[src/logic/lbm_pkg.sv]
// Shared constants and types of the local bus master
package lbm_pkg;
    // Clock and bus timing
    localparam int LBM_CLK_PERIOD_NS = 8;
    localparam int LBM_CLKS_PER_BUS = 2;
    localparam int LBM_RECOV_BUS_CLKS = 1;
    localparam int LBM_RECOV_CLKS = LBM_RECOV_BUS_CLKS * LBM_CLKS_PER_BUS;
    localparam int LBM_SYNC_STAGES = 2;
    localparam int LBM_BUF_DEPTH = 2;

    // Address phase field positions on the shared lines
    localparam int LBM_SIZE_LSB = 0;
    localparam int LBM_ADDR_LSB = 2;

    // Size codes, binary ascending from one word
    localparam logic [1:0] LBM_SIZE_ONE = 2'h0;
    localparam logic [1:0] LBM_SIZE_FOUR = 2'h3;

    // Values after reset
    localparam logic [31:0] LBM_LAD_RST = 32'h0000_0000;
    localparam logic [3:0] LBM_BE_RST = 4'h0;
    localparam logic [1:0] LBM_WCNT_RST = 2'h0;
    localparam logic LBM_OD_LEVEL = 1'b0;

    typedef enum {
        LBM_LOCK_NONE,
        LBM_LOCK_RMW_READ,
        LBM_LOCK_RMW_WRITE,
        LBM_LOCK_INTACK
    } lbm_lock_e;

    typedef enum {
        LBM_ST_IDLE,
        LBM_ST_LOCK_WAIT,
        LBM_ST_ADDR,
        LBM_ST_DATA,
        LBM_ST_WAIT,
        LBM_ST_RECOV
    } lbm_state_e;

    // One transaction request; be is active high, one pattern per word
    typedef struct packed {
        logic [29:0] addr;
        logic [1:0] size;
        logic write;
        logic cache;
        logic [1:0] lock_op;
        logic [3:0][3:0] be;
        logic [3:0][31:0] wdata;
    } lbm_req_s;

    localparam int LBM_REQ_W = $bits(lbm_req_s);

    // Read data returned to the core
    typedef struct packed {
        logic [31:0] data;
        logic last;
    } lbm_rdata_s;
endpackage

[src/logic/lbm_master.sv]
// Local bus master: address, data, wait and recovery sequencing
//
// Behaviour
// Byte-lane pattern of each word is latched and held until ready is sampled.
// After ready, next data phase carries next pattern; last word releases the lanes.
// Byte-lane patterns issued are always contiguous.
// Ready is active low; missing ready inserts a wait phase.
// Read-modify-write read asserts lock in address phase and keeps it.
// If lock is already held by another, wait before the locked read.
// Read-modify-write write releases lock in its address phase.
// Lock is asserted throughout interrupt acknowledge.
// Other masters keep off the bus while lock is asserted.
// Cacheable driven in address phase, floated when the bus is not owned.
// Bus phases run at half the input clock rate; bus clock is output.
// One to four words move per issued address.
// Read address phase: address, size, both strobes, lanes, write/read and direction low.
// Read data phase: transceiver enable on, data sampled when ready asserted.
// One recovery bus clock follows the last word; controls go inactive.
// Write address phase: address, size, both strobes, lanes, write/read and direction high.
// Write data phase: data driven and held while ready stays deasserted.
// Write/read, direction and enable hold until the phase after ready.
// External logic asserts ready low when data is placed or accepted.
// Any transaction may directly precede or follow another.
// Size code on the two low lines, zero meaning one word.
// Direction never changes while transceiver enable is asserted.
// Address latch strobe asserted in address phase, removed before data phase.
// Latch, status, enable and byte-lane strobes are active low.
`timescale 1ns/1ns
module lbm_master import lbm_pkg::*; (
    // Clock and reset
    input wire logic clk_i,
    input wire logic arst_n_i,
    // Request stream from the core
    input wire logic req_valid_i,
    output logic req_ready_o,
    input wire lbm_req_s req_i,
    // Read data to the core
    output logic rd_valid_o,
    output lbm_rdata_s rd_o,
    // Bus clock for peripherals
    output logic bus_clk_o,
    // Shared address/data lines
    input wire logic [31:0] shared_addr_data_lines_i,
    output logic [31:0] shared_addr_data_lines_o,
    output logic shared_addr_data_lines_oe_o,
    // Address latch strobe, three-state
    output logic ale_n_o,
    output logic ale_oe_o,
    // Open-drain controls
    output logic address_status_strobe_n_o,
    output logic address_status_strobe_oe_o,
    output logic transfer_direction_o,
    output logic transfer_direction_oe_o,
    output logic transceiver_enable_n_o,
    output logic transceiver_enable_oe_o,
    output logic write_read_o,
    output logic write_read_oe_o,
    output logic [3:0] byte_lane_strobes_n_o,
    output logic [3:0] byte_lane_strobes_oe_o,
    // Ready and lock
    input wire logic ready_n_i,
    input wire logic lock_n_i,
    output logic lock_n_o,
    output logic lock_oe_o,
    // Cacheable, three-state
    output logic cache_o,
    output logic cache_oe_o
);
    logic rst_meta_q;
    logic rst_n_q;
    logic tick;
    logic buf_valid;
    logic buf_take;
    lbm_req_s buf_req;
    lbm_req_s nxt_req;
    lbm_req_s cur_q;
    lbm_state_e st_q;
    lbm_state_e st_d;
    logic [1:0] wcnt_q;
    logic ready_meta_q;
    logic ready_s_q;
    logic lock_meta_q;
    logic lock_s_q;
    logic [31:0] lad_meta_q;
    logic [31:0] lad_s_q;
    logic word_done;
    logic last_word;
    logic lock_busy;
    logic [3:0] be_next;
    logic [31:0] lad_q;
    logic lad_oe_q;
    logic ale_q;
    logic ads_q;
    logic dir_oe_q;
    logic wr_oe_q;
    logic den_q;
    logic [3:0] be_q;
    logic lock_q;
    logic cache_q;
    logic cache_oe_q;
    logic rd_valid_q;
    lbm_rdata_s rd_q;

    // Reset release through two flops
    always_ff @(posedge clk_i or negedge arst_n_i) begin
        if (!arst_n_i) begin
            rst_meta_q <= 1'b0;
            rst_n_q <= 1'b0;
        end else begin
            rst_meta_q <= 1'b1;
            rst_n_q <= rst_meta_q;
        end
    end

    lbm_phase_gen u_phase (
        .clk_i(clk_i),
        .rst_n_i(rst_n_q),
        .tick_o(tick),
        .bus_clk_o(bus_clk_o)
    );

    // A full buffer stalls the core; no request is lost
    lbm_req_buf #(
        .WIDTH(LBM_REQ_W),
        .DEPTH(LBM_BUF_DEPTH)
    ) u_buf (
        .clk_i(clk_i),
        .rst_n_i(rst_n_q),
        .in_valid_i(req_valid_i),
        .in_ready_o(req_ready_o),
        .in_data_i(req_i),
        .out_valid_o(buf_valid),
        .out_ready_i(buf_take),
        .out_data_o(buf_req)
    );

    // Pin inputs pass two flops; data is delayed alike so it stays aligned with ready
    always_ff @(posedge clk_i or negedge rst_n_q) begin
        if (!rst_n_q) begin
            ready_meta_q <= 1'b1;
            ready_s_q <= 1'b1;
            lock_meta_q <= 1'b1;
            lock_s_q <= 1'b1;
            lad_meta_q <= LBM_LAD_RST;
            lad_s_q <= LBM_LAD_RST;
        end else begin
            ready_meta_q <= ready_n_i;
            ready_s_q <= ready_meta_q;
            lock_meta_q <= lock_n_i;
            lock_s_q <= lock_meta_q;
            lad_meta_q <= shared_addr_data_lines_i;
            lad_s_q <= lad_meta_q;
        end
    end

    // Fill gaps between lowest and highest lane
    function automatic logic [3:0] lbm_contig(input logic [3:0] be);
        logic [3:0] lo;
        logic [3:0] hi;
        lo = '0;
        hi = '0;
        for (int i = 0; i < 4; i++) begin
            lo[i] = (i == 0) ? be[0] : (lo[i-1] | be[i]);
            hi[3-i] = (i == 0) ? be[3] : (hi[4-i] | be[3-i]);
        end
        return lo & hi;
    endfunction

    assign word_done = (st_q == LBM_ST_DATA || st_q == LBM_ST_WAIT) && !ready_s_q;
    assign last_word = (wcnt_q == cur_q.size);
    // Own lock reads back low; only a foreign holder blocks
    assign lock_busy = !lock_s_q && !lock_q;
    assign be_next = lbm_contig(cur_q.be[wcnt_q + 2'h1]);
    assign buf_take = tick && buf_valid && (st_q == LBM_ST_IDLE || st_q == LBM_ST_RECOV);
    assign nxt_req = (st_q == LBM_ST_LOCK_WAIT) ? cur_q : buf_req;

    // Next bus state, evaluated at each bus clock boundary
    always_comb begin
        st_d = st_q;
        case (st_q)
            LBM_ST_IDLE, LBM_ST_RECOV: begin
                if (!buf_valid) begin
                    st_d = LBM_ST_IDLE;
                end else if (lbm_lock_e'(buf_req.lock_op) == LBM_LOCK_RMW_READ && lock_busy) begin
                    st_d = LBM_ST_LOCK_WAIT;
                end else begin
                    st_d = LBM_ST_ADDR;
                end
            end
            LBM_ST_LOCK_WAIT: begin
                if (!lock_busy) begin
                    st_d = LBM_ST_ADDR;
                end
            end
            LBM_ST_ADDR: begin
                st_d = LBM_ST_DATA;
            end
            LBM_ST_DATA, LBM_ST_WAIT: begin
                if (!word_done) begin
                    st_d = LBM_ST_WAIT;
                end else if (last_word) begin
                    st_d = LBM_ST_RECOV;
                end else begin
                    st_d = LBM_ST_DATA;
                end
            end
            default: begin
                st_d = LBM_ST_IDLE;
            end
        endcase
    end

    // Bus state and current request
    always_ff @(posedge clk_i or negedge rst_n_q) begin
        if (!rst_n_q) begin
            st_q <= LBM_ST_IDLE;
            cur_q <= '0;
            wcnt_q <= LBM_WCNT_RST;
        end else if (tick) begin
            st_q <= st_d;
            if (buf_take) begin
                cur_q <= buf_req;
            end
            if (st_d == LBM_ST_ADDR) begin
                wcnt_q <= LBM_WCNT_RST;
            end else if (word_done) begin
                wcnt_q <= wcnt_q + 2'h1;
            end
        end
    end

    // Shared lines: address and size, then write data held through waits
    always_ff @(posedge clk_i or negedge rst_n_q) begin
        if (!rst_n_q) begin
            lad_q <= LBM_LAD_RST;
            lad_oe_q <= 1'b0;
        end else if (tick) begin
            if (st_d == LBM_ST_ADDR) begin
                lad_q <= '0;
                lad_q[31:LBM_ADDR_LSB] <= nxt_req.addr;
                lad_q[LBM_ADDR_LSB-1:LBM_SIZE_LSB] <= nxt_req.size;
                lad_oe_q <= 1'b1;
            end else if (st_d == LBM_ST_DATA && st_q == LBM_ST_ADDR) begin
                lad_q <= cur_q.wdata[0];
                lad_oe_q <= cur_q.write;
            end else if (st_d == LBM_ST_DATA && word_done) begin
                lad_q <= cur_q.wdata[wcnt_q + 2'h1];
                lad_oe_q <= cur_q.write;
            end else if (st_d != LBM_ST_WAIT) begin
                lad_oe_q <= 1'b0;
            end
        end
    end

    // Address latch strobe: first half of the address phase only
    always_ff @(posedge clk_i or negedge rst_n_q) begin
        if (!rst_n_q) begin
            ale_q <= 1'b0;
        end else begin
            ale_q <= tick && (st_d == LBM_ST_ADDR);
        end
    end

    // Address status: address phase, and again for each further burst word
    always_ff @(posedge clk_i or negedge rst_n_q) begin
        if (!rst_n_q) begin
            ads_q <= 1'b0;
        end else if (tick) begin
            ads_q <= (st_d == LBM_ST_ADDR) || (st_d == LBM_ST_DATA && word_done);
        end
    end

    // Direction, write/read and transceiver enable
    always_ff @(posedge clk_i or negedge rst_n_q) begin
        if (!rst_n_q) begin
            dir_oe_q <= 1'b0;
            wr_oe_q <= 1'b0;
            den_q <= 1'b0;
        end else if (tick) begin
            case (st_d)
                LBM_ST_ADDR: begin
                    // Pulled low means read; released means write
                    dir_oe_q <= !nxt_req.write;
                    wr_oe_q <= !nxt_req.write;
                    den_q <= 1'b0;
                end
                LBM_ST_DATA, LBM_ST_WAIT: begin
                    den_q <= 1'b1;
                end
                default: begin
                    dir_oe_q <= 1'b0;
                    wr_oe_q <= 1'b0;
                    den_q <= 1'b0;
                end
            endcase
        end
    end

    // Byte lanes latched per word and held until ready
    always_ff @(posedge clk_i or negedge rst_n_q) begin
        if (!rst_n_q) begin
            be_q <= LBM_BE_RST;
        end else if (tick) begin
            if (st_d == LBM_ST_ADDR) begin
                be_q <= lbm_contig(nxt_req.be[0]);
            end else if (st_d == LBM_ST_DATA && word_done) begin
                be_q <= be_next;
            end else if (st_d != LBM_ST_DATA && st_d != LBM_ST_WAIT) begin
                be_q <= LBM_BE_RST;
            end
        end
    end

    // Bus lock for locked read, locked write and interrupt acknowledge
    always_ff @(posedge clk_i or negedge rst_n_q) begin
        if (!rst_n_q) begin
            lock_q <= 1'b0;
        end else if (tick) begin
            if (st_d == LBM_ST_ADDR) begin
                case (lbm_lock_e'(nxt_req.lock_op))
                    LBM_LOCK_RMW_READ: begin
                        lock_q <= 1'b1;
                    end
                    LBM_LOCK_RMW_WRITE: begin
                        lock_q <= 1'b0;
                    end
                    LBM_LOCK_INTACK: begin
                        lock_q <= 1'b1;
                    end
                    default: begin
                        lock_q <= lock_q
                            && !(st_q == LBM_ST_RECOV && lbm_lock_e'(cur_q.lock_op) == LBM_LOCK_INTACK);
                    end
                endcase
            end else if (st_q == LBM_ST_RECOV && lbm_lock_e'(cur_q.lock_op) == LBM_LOCK_INTACK) begin
                lock_q <= 1'b0;
            end
        end
    end

    // Cacheable: valid in address phase, floated when idle
    always_ff @(posedge clk_i or negedge rst_n_q) begin
        if (!rst_n_q) begin
            cache_q <= 1'b0;
            cache_oe_q <= 1'b0;
        end else if (tick) begin
            if (st_d == LBM_ST_ADDR) begin
                cache_q <= nxt_req.cache;
            end
            cache_oe_q <= (st_d != LBM_ST_IDLE) && (st_d != LBM_ST_LOCK_WAIT);
        end
    end

    // Read data capture on the ready boundary
    always_ff @(posedge clk_i or negedge rst_n_q) begin
        if (!rst_n_q) begin
            rd_valid_q <= 1'b0;
            rd_q <= '0;
        end else begin
            rd_valid_q <= tick && word_done && !cur_q.write;
            if (tick && word_done && !cur_q.write) begin
                rd_q.data <= lad_s_q;
                rd_q.last <= last_word;
            end
        end
    end

    // Pin drivers; open-drain enables follow assertion
    assign shared_addr_data_lines_o = lad_q;
    assign shared_addr_data_lines_oe_o = lad_oe_q;
    assign ale_n_o = !ale_q;
    assign ale_oe_o = cache_oe_q;
    assign address_status_strobe_n_o = LBM_OD_LEVEL;
    assign address_status_strobe_oe_o = ads_q;
    assign transfer_direction_o = LBM_OD_LEVEL;
    assign transfer_direction_oe_o = dir_oe_q;
    assign transceiver_enable_n_o = LBM_OD_LEVEL;
    assign transceiver_enable_oe_o = den_q;
    assign write_read_o = LBM_OD_LEVEL;
    assign write_read_oe_o = wr_oe_q;
    assign byte_lane_strobes_n_o = {4{LBM_OD_LEVEL}};
    assign byte_lane_strobes_oe_o = be_q;
    assign lock_n_o = LBM_OD_LEVEL;
    assign lock_oe_o = lock_q;
    assign cache_o = cache_q;
    assign cache_oe_o = cache_oe_q;
    assign rd_valid_o = rd_valid_q;
    assign rd_o = rd_q;
endmodule

[src/logic/lbm_req_buf.sv]
// Two-entry request buffer with valid/ready on both sides
`timescale 1ns/1ns
module lbm_req_buf import lbm_pkg::*; #(
    parameter int WIDTH = LBM_REQ_W,
    parameter int DEPTH = LBM_BUF_DEPTH
) (
    // Clock and reset
    input wire logic clk_i,
    input wire logic rst_n_i,
    // Filling side
    input wire logic in_valid_i,
    output logic in_ready_o,
    input wire logic [WIDTH-1:0] in_data_i,
    // Draining side
    output logic out_valid_o,
    input wire logic out_ready_i,
    output logic [WIDTH-1:0] out_data_o
);
    localparam int PW = $clog2(DEPTH);

    logic [WIDTH-1:0] mem_q [DEPTH];
    logic [PW-1:0] wr_ptr_q;
    logic [PW-1:0] rd_ptr_q;
    logic [PW:0] count_q;
    logic push;
    logic pop;

    assign in_ready_o = (count_q != DEPTH[PW:0]);
    assign out_valid_o = (count_q != '0);
    assign out_data_o = mem_q[rd_ptr_q];
    assign push = in_valid_i && in_ready_o;
    assign pop = out_valid_o && out_ready_i;

    always_ff @(posedge clk_i) begin
        if (push) begin
            mem_q[wr_ptr_q] <= in_data_i;
        end
    end

    always_ff @(posedge clk_i or negedge rst_n_i) begin
        if (!rst_n_i) begin
            wr_ptr_q <= '0;
            rd_ptr_q <= '0;
            count_q <= '0;
        end else begin
            if (push) begin
                wr_ptr_q <= wr_ptr_q + 1'b1;
            end
            if (pop) begin
                rd_ptr_q <= rd_ptr_q + 1'b1;
            end
            if (push && !pop) begin
                count_q <= count_q + 1'b1;
            end else if (pop && !push) begin
                count_q <= count_q - 1'b1;
            end
        end
    end
endmodule

[src/logic/lbm_phase_gen.sv]
// Half-rate bus clock and phase tick from the double-rate input clock
`timescale 1ns/1ns
module lbm_phase_gen (
    // Clock and reset
    input wire logic clk_i,
    input wire logic rst_n_i,
    // Phase outputs
    output logic tick_o,
    output logic bus_clk_o
);
    logic ph_q;

    // Bus state boundaries fall on every second input edge
    always_ff @(posedge clk_i or negedge rst_n_i) begin
        if (!rst_n_i) begin
            ph_q <= 1'b0;
        end else begin
            ph_q <= ~ph_q;
        end
    end

    assign tick_o = ph_q;
    assign bus_clk_o = ph_q;
endmodule

[config.mk]
export PLATFORM = sky130hd
export DESIGN_NAME = lbm_master
export DESIGN_NICKNAME = d
export VERILOG_FILES = /design/src/logic/lbm_pkg.sv /design/src/logic/lbm_master.sv /design/src/logic/lbm_req_buf.sv /design/src/logic/lbm_phase_gen.sv
export SDC_FILE = /design/constraint.sdc
export NUM_CORES = 1
export LEC_CHECK = 0
export ABC_AREA = 1
export ABC_CLOCK_PERIOD_IN_PS = 15600
export BUFFER_PORTS_ARGS = -buffer_cell sky130_fd_sc_hd__buf_2
export CAP_MARGIN = 20
export CORE_MARGIN = 1.5
export CORE_UTILIZATION = 40
export DETAILED_ROUTE_END_ITERATION = 16
export GPL_TIMING_DRIVEN = 0
export SETUP_SLACK_MARGIN = 0.4
export SYNTH_ARGS = -nofsm -noshare
export SYNTH_HDL_FRONTEND = slang
export SYNTH_SLANG_ARGS = --single-unit
[constraint.sdc]
create_clock -name clk_i -period 15.6 [get_ports clk_i]
set_input_delay 0.78 -clock clk_i [delete_from_list [all_inputs] [get_ports clk_i]]
set_output_delay 0.78 -clock clk_i [all_outputs]
set_load 0.005 [all_outputs]
======== Word level (Yosys, flattened, before mapping) ========
Memories as Yosys holds them, arrays and structs flattened.
Cells that the tools add are included.
cells by class
  reductions and logical operators ........ 52
  equal/unequal tests ..................... 25
  order comparisons ....................... 1
  add/sub/neg operators ................... 5
  multiplexer cells ....................... 32
  bitwise logic cells ..................... 16
operators with widths
  cell                                                              count
  32-bit by 3-bit == test with 1-bit output, second input constant  7
  180-bit 2-to-1 mux                                                1
  32-bit by 2-bit == test with 1-bit output, second input constant  5
  32-bit 2-to-1 mux                                                 5
  32-bit one-hot mux with 4 select lines                            1
  32-bit binary-select mux with 2-bit select                        1
  32-bit by 4-bit == test with 1-bit output, second input constant  2
  32-bit logical NOT                                                2
  32-bit by 1-bit == test with 1-bit output, second input constant  1
  32-bit by 2-bit != test with 1-bit output, second input constant  1
  32-bit by 3-bit != test with 1-bit output, second input constant  1
  32-bit by 4-bit != test with 1-bit output, second input constant  1
  32-bit nonzero test                                               1
  1-bit logical AND                                                 18
  4-bit 2-to-1 mux                                                  4
  2-bit AND reduction                                               8
  2-bit 2-to-1 mux                                                  6
  1-bit OR                                                          12
  1-bit logical NOT                                                 9
  1-bit 2-to-1 mux                                                  9
  4-bit AND                                                         2
  4-bit binary-select mux with 2-bit select                         1
  2-bit nonzero test                                                4
  2-bit OR reduction                                                4
  other kinds (14)                                                  25
storage, ports and cells
  flip-flop bits (word level) ............. 367
  RAM bits ................................ 360
  memories kept ........................... 1
  input bits .............................. 217
  logic and storage cells ................. 172
memory list
  memory       depth  width  read ports  clocked after Yosys merged registers in  wr ports  RTL line           source
  u_buf.mem_q  2      180    1           0                                        1         lbm_req_buf.sv:21  logic [WIDTH-1:0] mem_q [DEPTH];

======== Logic depth before layout (Yosys ltp) ========
Gate-level depths: netlist (run 1).
  depth in word-level cells ............... 11
  depth in mapped cells ................... 15
  gate-level depth less buffers ........... 15

======== Cells and area by module ========
From an unflattened synthesis (run 1), not the netlist that was laid out.
unflattened totals
  cell total of the unflattened synthesis .. 2,783
  area total of the unflattened synthesis .. 28,920.2 um^2
modules (own cells, without submodules)
  module         times used  area each (um^2)  cells each
  lbm_master     1           15,620.0          1,812
  lbm_req_buf    1           13,264.0          968
  lbm_phase_gen  1           36.3              3

======== Least setup slack after synthesis (run 1) ========
Ideal clock, no wire load.
  path type ............................... input port to flip-flop
  from .................................... input req_valid_i
  to ...................................... memory u_buf.mem_q[1][0] (netlist name), enable pin
  data required time ...................... 14,876 ps
  stages on the path ...................... 2
  path buffers ............................ 0
  setup slack ............................. 6,522 ps
  data arrival time ....................... 8,354 ps
  path through ............................ nand2_1 -> nor2_1
between the ends
  longest elaborated chain between the ends .. 3
RTL lines
  what                                    RTL line           source
  start, declared                         lbm_master.sv:34   input wire logic req_valid_i,
  1-bit logical AND                       lbm_req_buf.sv:31  assign push = in_valid_i && in_ready_o;
  1-bit 2-to-1 mux                        lbm_req_buf.sv:35  if (push) begin
  1-bit 2-to-1 mux (not written as such)  lbm_req_buf.sv:36  mem_q[wr_ptr_q] <= in_data_i;
  end, declared                           lbm_req_buf.sv:21
Every way passes these cells.

======== Worst setup path in the final report (run 1) ========
  from .................................... register u_buf.count_q[1]
  to ...................................... register u_buf.count_q[1]
between the ends
  longest elaborated chain between the ends .. 7
  elaborated cells on any way between the ends .. 15
RTL lines
  what                                                           RTL line           source
  start, declared                                                lbm_req_buf.sv:24  logic [PW:0] count_q;
  start signal, assigned                                         lbm_req_buf.sv:53  count_q <= count_q + 1'b1;
  start signal, assigned                                         lbm_req_buf.sv:55  count_q <= count_q - 1'b1;
  2-bit nonzero test                                             lbm_req_buf.sv:29  assign out_valid_o = (count_q != '0);
  1-bit logical AND (2 in a row)                                 lbm_master.sv:174  assign buf_take = tick && buf_valid && (st_q == LBM_ST_IDLE || st_q == LBM_ST_RECOV);
  1-bit logical AND                                              lbm_req_buf.sv:32  assign pop = out_valid_o && out_ready_i;
  1-bit logical NOT                                              lbm_req_buf.sv:52  if (push && !pop) begin
  1-bit logical AND                                              lbm_req_buf.sv:52
  2-bit 2-to-1 mux / 2-bit nonzero test (equally long branches)  -
Parallel ways exist; a longest one is shown, timed or not. The select of a mux whose other input is x is not followed.
A chain may end at the register's enable or synchronous reset.

==> results of run 1 <==
where the power goes:
part	switching (W)	internal, W	leakage (nW)
combinational	0.00124	0.000677	5.90
sequential	0.000253	0.00259	7.90
clock	0.000740	0.00108	1.26
routing by layer:
layer	track usage, %	routed length (µm)
met5	0	66
met4	6.40	1960
met3	4.74	5070
met2	34.6	35700
met1	26.9	31000
registers in the layout, indices dropped and copies added, names as in the netlist, 2 cells and up:
name,cells
shared_addr_data_lines_o,32
u_buf.count_q,2
cur_q,180
wcnt_q,2
u_buf.mem_q,360
byte_lane_strobes_oe_o,4
lad_s_q,32
lad_meta_q,32
rd_o,33
st_q,32
worst max-delay path, delay by kind of cell (launching register included):
kind	cells	cell delay [ps]
xor gates and xnor gates	1	140
and+or+nand+nor	3	650
AOI/OAI and AO/OA	2	230
adders and majority gates	1	370
buffers and inverters	4	1150
DFF	1	400
path summary, 6_finish.rpt:
kind | start | to | cells after the start
worst max-delay path | u_buf.count_q[1]$_DFFE_PN0P_ | u_buf.count_q[1]$_DFFE_PN0P_ | 11
worst min-delay path | shared_addr_data_lines_i[27] | lad_meta_q[27]$_DFF_PN0_ | 1
worst max register to register | u_buf.count_q[1]$_DFFE_PN0P_ | u_buf.count_q[1]$_DFFE_PN0P_ | 11
worst min register to register | rst_meta_q$_DFF_PN0_ | rst_n_q$_DFF_PN0_ | 0
max in group asynchronous | rst_n_q$_DFF_PN0_ | ready_meta_q$_DFF_PN1_ | 3
min in group asynchronous | rst_n_q$_DFF_PN0_ | cur_q[77]$_DFFE_PN0P_ | 0
cell families (layout without fill, tap and decap cells):
group           after synthesis  after routing
simple gates                937            937
flops                       727            727
compound gates              325            325
buf+inv                     223            685
mux                         150            150
xor+xnor                      4              4
other cells                   2             14
fa+ha+maj                     1              1
cell type report:
| type | count | area, µm² |
|---|---|---|
| sequential | 727 | 20000 |
| clock buffer | 120 | 2340 |
| antenna | 4 | 10.0 |
| timing repair buffer | 316 | 1890 |
| buffer | 132 | 688 |
| fill | 6231 | 35200 |
| tap | 931 | 1160 |
| multi-input combinational | 1427 | 7030 |
| clock inverter | 26 | 230 |
| inverter | 91 | 344 |
cell usage in the layout, fill, tap and decap left out, drive strengths merged:
master,instances
xor2,2
nand3,58
nand2,705
conb,10
ha,1
nor3,20
nand4,5
nor3b,1
edfxtp,360
clkinvlp,3
mux2,4
a22oi,2
buf,390
o21ai,229
clkinv,17
and2,1
mux2i,146
inv,94
o31ai,2
clkbuf,177
bufinv,3
o211ai,3
a21oi,55
a31oi,33
nor2,144
diode,4
o22ai,1
dfstp,4
xnor2,2
or2,3
dfrtp,363
dlygate4sd3,1
through the flow:
step	cell area [µm²]	setup slack, ps	std cells	utilization [%]
after floorplan	28000	4620	2377	-
after CTS	33700	12530	3770	48.9
after global placement	30700	459	3606	44.5
final	33700	12540	3774	48.9
after detailed placement	31100	12560	3623	45.1
after global routing	33700	12360	3771	48.9
repair_timing:
item,4_1_cts,5_1_grt
endpoints found under the hold margin,2,0
hold buffers,1,0
gates resized for setup,0,0
==> out/results.ini, run 1 <==
[run_status]
status=finished, final reports clean

[yosys]
synth_top_area_share_pct=38.6
synth_xor_area_share_pct=0.125
synth_edf_count=360
synth_cells=2369
syn_area_um2=28000
synthFlopType=dfrtp_1
ys_ff_latch=727
ys_seq_area_share_pct=71.4
synth-compound-area-share_pct=6.05
avgSynthCellArea_um2=11.8
async_reset_ff_share_pct=50.5
synth_fa_ha_area_share_pct=0.0447
synth_area_leaders=edfxtp_1 (39%), dfrtp_1 (32%), nand2_1 (9.4%)
ys_warn_count=0
synth_common_cells=nand2_1 (700), dfrtp_1 (363), edfxtp_1 (360), o21ai_0 (216), mux2i_1 (146)
ys_types=43
muxShareOfSynthArea_pct=5.40
synth_top_family_by_area=simple AND/OR/NAND/NOR gates
post_synth_and_or_nand_nor_area_fraction_pct=13.3
synth_top_area_cell=edfxtp_1
synth_most_common_cell=nand2_1

[timing]
holdWs_ps=269
clock.fmax_ghz=0.327
fin_skew_ps=30.5
final-hold-violation-count=0
rsz0062_at_grt=false
worstMarginPinSlew_ps=908
tns_ps=0
finalSetupViolCount=0
fin_crit_sh_pct=19.6
slew_violations=0
relSlewSlack_pct=39.5
period_needed_ps=3060

[floorplanning]
die_h_um=268
rows=96
initial_core_util_pct=40.6
die_w_um=268
die_area_um2=71600
io_pins=308
core_area_um2=68900

[routing]
vias=18600
ant_nets=0
vias_per_cell=4.94
drtPass1Iterations=6
routed_wirelength_mm=73.8
drt-wirelength-per-cell_um=19.6
drcViolationCount=0
drt_iter0_markers=1623

[job]
maxCapViolCount=0

[final_layout]
area_growth_pct=20.3
nets=2991
drive_above_1_share_pct=19.2

[pwr]
finalPower_w=0.00659
ir_worst_vdd_v=0.0000878
cellPowerDensity_nw_per_um2=195
cellLeakagePower_nw=15.1

[hold_path]
hp-class=primary input to flip-flop

[setup_path]
critPathSlowestCell=clkbuf_1
critPathMaxFanout=10
worstPathRequired_ps=16100
slowest_delay_ps=540
cp-end-kind=flip-flop
rrSetupSlack_ps=12540
start_kind=flip-flop
worstSetupPathType=flip-flop to flip-flop
crit_arrival_ps=3560
path_cells=nor2_1, inv_1, nand3_1, inv_2, nand2_1, buf_2, clkbuf_1, ha_1, a21oi_1, o21ai_0, xnor2_1

[place]
post-dp-hpwl_mm=53.9
io_buffer_count=298
routabilityCongestion=0.882

[cts]
h-tree-depth=3
clk_pin_slew_worst_paths_ps=60
cts_max_path_buffers=3
clock_latency_ps=630
post-cts-setup-buffers=0
cts_root_buf=clkbuf_16
cts_tree=yes
cts_made_buffers=78
cts_sinks=727

[grt]
gr-total-overflow=0
grt_max_degree=68
grt_antenna_before_repair=10
track_usage_pct=20.8
first_global_vias=18900
grt_pass1_wl_mm=112

No activity file was read; power rests on OpenSTA's default activity.
==> run 2: changes to the inputs <==
--- a/config.mk
+++ b/config.mk
@@ -5,8 +5,8 @@
 export SDC_FILE = /design/constraint.sdc
 export NUM_CORES = 1
 export LEC_CHECK = 0
-export ABC_AREA = 1
-export ABC_CLOCK_PERIOD_IN_PS = 15600
+export ABC_AREA = 0
+export ABC_CLOCK_PERIOD_IN_PS = 2900
 export BUFFER_PORTS_ARGS = -buffer_cell sky130_fd_sc_hd__buf_2
 export CAP_MARGIN = 20
 export CORE_MARGIN = 1.5
==> constraint.sdc (replaced) <==
create_clock -name clk_i -period 2.9 [get_ports clk_i]
set_input_delay 0.145 -clock clk_i [delete_from_list [all_inputs] [get_ports clk_i]]
set_output_delay 0.145 -clock clk_i [all_outputs]
set_load 0.005 [all_outputs]
==> run 2 against run 1 <==
Compared with the run above: clock power rose to 5.4 times the previous value; final area rose by 11%; clock skew grew 1.7 ps; setup slack worse by 12000 ps; fmax rose by 16%; clock-buffer cell count up 1; via count fell by 1.5%; largest cell class unchanged; non-clock buffer count up 264; total power grew to 5.8 times the previous value; sequential cell count stayed put.
==> out/results.ini, run 2 <==
[floorplanning]
die_h_um=268
die_w_um=268
io_pins=308
die_area_um2=71700
rows=96
core_area_um2=69100
initial_core_util_pct=40.6

[grt]
grt_pass1_wl_mm=114
grt_antenna_before_repair=10
gr-total-overflow=0
grt_max_degree=76
track_usage_pct=21.3
first_global_vias=18800

[cts]
cts_tree=yes
clk_pin_slew_worst_paths_ps=60
cts_max_path_buffers=3
cts_root_buf=clkbuf_16
clock_latency_ps=630
cts_sinks=727
h-tree-depth=3
cts_made_buffers=79

[yosys]
synthFlopType=dfrtp_1
synth_area_leaders=edfxtp_1 (39%), dfrtp_1 (32%), mux2i_1 (8.2%)
synth_common_cells=dfrtp_1 (363), edfxtp_1 (360), mux2i_1 (230), nand2_1 (223), o21ai_0 (179)
post_synth_and_or_nand_nor_area_fraction_pct=5.79
synth-compound-area-share_pct=6.72
muxShareOfSynthArea_pct=13.5
synth_cells=1889
synth_top_area_share_pct=38.5
synth_xor_area_share_pct=0.250
ys_ff_latch=727
ys_warn_count=0
ys_seq_area_share_pct=71.3
async_reset_ff_share_pct=50.5
synth_fa_ha_area_share_pct=0.0446
synth_top_area_cell=edfxtp_1
synth_top_family_by_area=multiplexers
synth_edf_count=360
synth_most_common_cell=dfrtp_1
avgSynthCellArea_um2=14.9
syn_area_um2=28100
ys_types=62

[routing]
drtPass1Iterations=6
drt_iter0_markers=1534
routed_wirelength_mm=78.4
vias=18300
vias_per_cell=5.16
drt-wirelength-per-cell_um=22.0
ant_nets=0
drcViolationCount=0

[pwr]
ir_worst_vdd_v=0.000559
finalPower_w=0.0382
cellPowerDensity_nw_per_um2=1020
cellLeakagePower_nw=15.9

[final_layout]
final_area_um2=37500
regMostFlops=u_buf.mem_q
fillers=5547
drive_above_1_share_pct=29.8
nets=2777
area_growth_pct=33.6
largest_reg_flops=360
layout_common_cells=edfxtp_1 (360), dfrtp_1 (359), buf_2 (309)
final_common_cell=edfxtp_1

[timing]
fin_skew_ps=32.2
tns_ps=0
period_needed_ps=2650
holdWs_ps=180
relSlewSlack_pct=39.2
fin_crit_sh_pct=91.4
clock.fmax_ghz=0.377
final-hold-violation-count=0
rsz0062_at_grt=true
finalSetupViolCount=0
worstMarginPinSlew_ps=912
slew_violations=0

[run_status]
status=finished, final reports clean

[hold_path]
hp-start=lock_n_i
hp-class=primary input to flip-flop

[setup_path]
cp-end-kind=flip-flop
worstPathRequired_ps=3390
crit_arrival_ps=3140
path_buf_inv=3
setup.worst_path.start=st_q[6]$_DFFE_PN0P_
critPathMaxFanout=5
path_delay_family=simple AND/OR/NAND/NOR gates
worstSetupPathType=flip-flop to flip-flop
start_kind=flip-flop
critPathSlowestCell=or4_4
slowest_delay_ps=550
path_cells=or4_4, buf_8, a211oi_4, buf_6, nand3_4, nor2_4, nand3_4, clkbuf_16, mux2_4
rr_startpoint=st_q[6]$_DFFE_PN0P_
cp_common_cell=nand3_4

[place]
place_area_um2=31100
routabilityCongestion=0.881
post-dp-hpwl_mm=53.4
io_buffer_count=298

[job]
maxCapViolCount=0

==> run 2: metrics by stage <==
step / instances / utilization [%] / setup WS, ps
finish: 3558 / 54.3 / 251
global route: 3557 / 54.3 / 184
CTS: 3532 / 52.9 / 272
detailed placement: 3140 / 45.1 / -812
global placement: 3126 / 44.6 / -2590
floorplan: 1897 / - / -793
==> run 2: power breakdown <==
group / internal, W / leakage [nW] / switching, W
sequential: 0.0140 / 7.84 / 0.00159
clock: 0.00578 / 1.23 / 0.00399
combinational: 0.00581 / 6.79 / 0.00704
total: 0.0256 / 15.9 / 0.0126
==> run 2: path summary, 6_finish.rpt <==
| path | endpoint | slack, ps | depth (start not counted) |
|---|---|---|---|
| worst max-delay path | rd_o[16]$_DFFE_PN0P_ | 250 | 9 |
| worst min-delay path | lock_meta_q$_DFF_PN1_ | 180 | 2 |
| worst max register to register | rd_o[16]$_DFFE_PN0P_ | 250 | 9 |
| worst min register to register | lad_s_q[20]$_DFF_PN0_ | 350 | 0 |
| max in group asynchronous | lad_meta_q[4]$_DFF_PN0_ | 1190 | 2 |
| min in group asynchronous | rst_n_q$_DFF_PN0_ | 390 | 3 |
==> run 2: cell type report <==
type	count	area [µm²]	share of cell area [%]
Clock buffer	121	2280	6.08
Tap cell	931	1160	3.11
Inverter	10	37.5	0.100
Clock inverter	25	244	0.651
Multi-Input combinational cell	1029	8090	21.6
Timing Repair Buffer	579	4570	12.2
Antenna cell	3	7.51	0.0200
Buffer	133	1090	2.92
Sequential cell	727	20000	53.4
==> run 2: cells by family after synthesis <==
| family | Yosys count |
|---|---|
| xor gates and xnor gates | 8 |
| muxes | 336 |
| adders and majority gates | 1 |
| AOI/OAI and AO/OA | 320 |
| DFF | 727 |
| and+or+nand+nor | 352 |
| other | 2 |
| buffers and inverters | 143 |
==> run 2: what timing repair did <==
item / 4_1_cts / 5_1_grt
pin swaps: 10 / 25
resized for setup: 154 / 213
setup buffers: 27 / 16
hold buffers: 217 / 0
gates cloned: 2 / 7
setup endpoints to repair: 288 / 238
endpoints found under the hold margin: 397 / 0
==> run 2: metal layers <==
layer / routed length, µm / vias up / part of all wire [%] / GRT usage (%)
met4: 1910 / 14 / 2.4 / 6.15
li1: - / 8271 / - / -
met3: 5600 / 150 / 7.1 / 5.17
met2: 39500 / 686 / 50 / 36.5
met5: 96 / - / 0.12 / 0
met1: 31300 / 9227 / 40 / 26.9
==> run 2: worst register-to-register path, stage by stage, from the launching register on <==
cell       delay [ps]
dfrtp_1           400
or4_4             550
buf_8             150
a211oi_4          190
buf_6             140
nand3_4            80
nor2_4            190
nand3_4           220
clkbuf_16         280
mux2_4            300
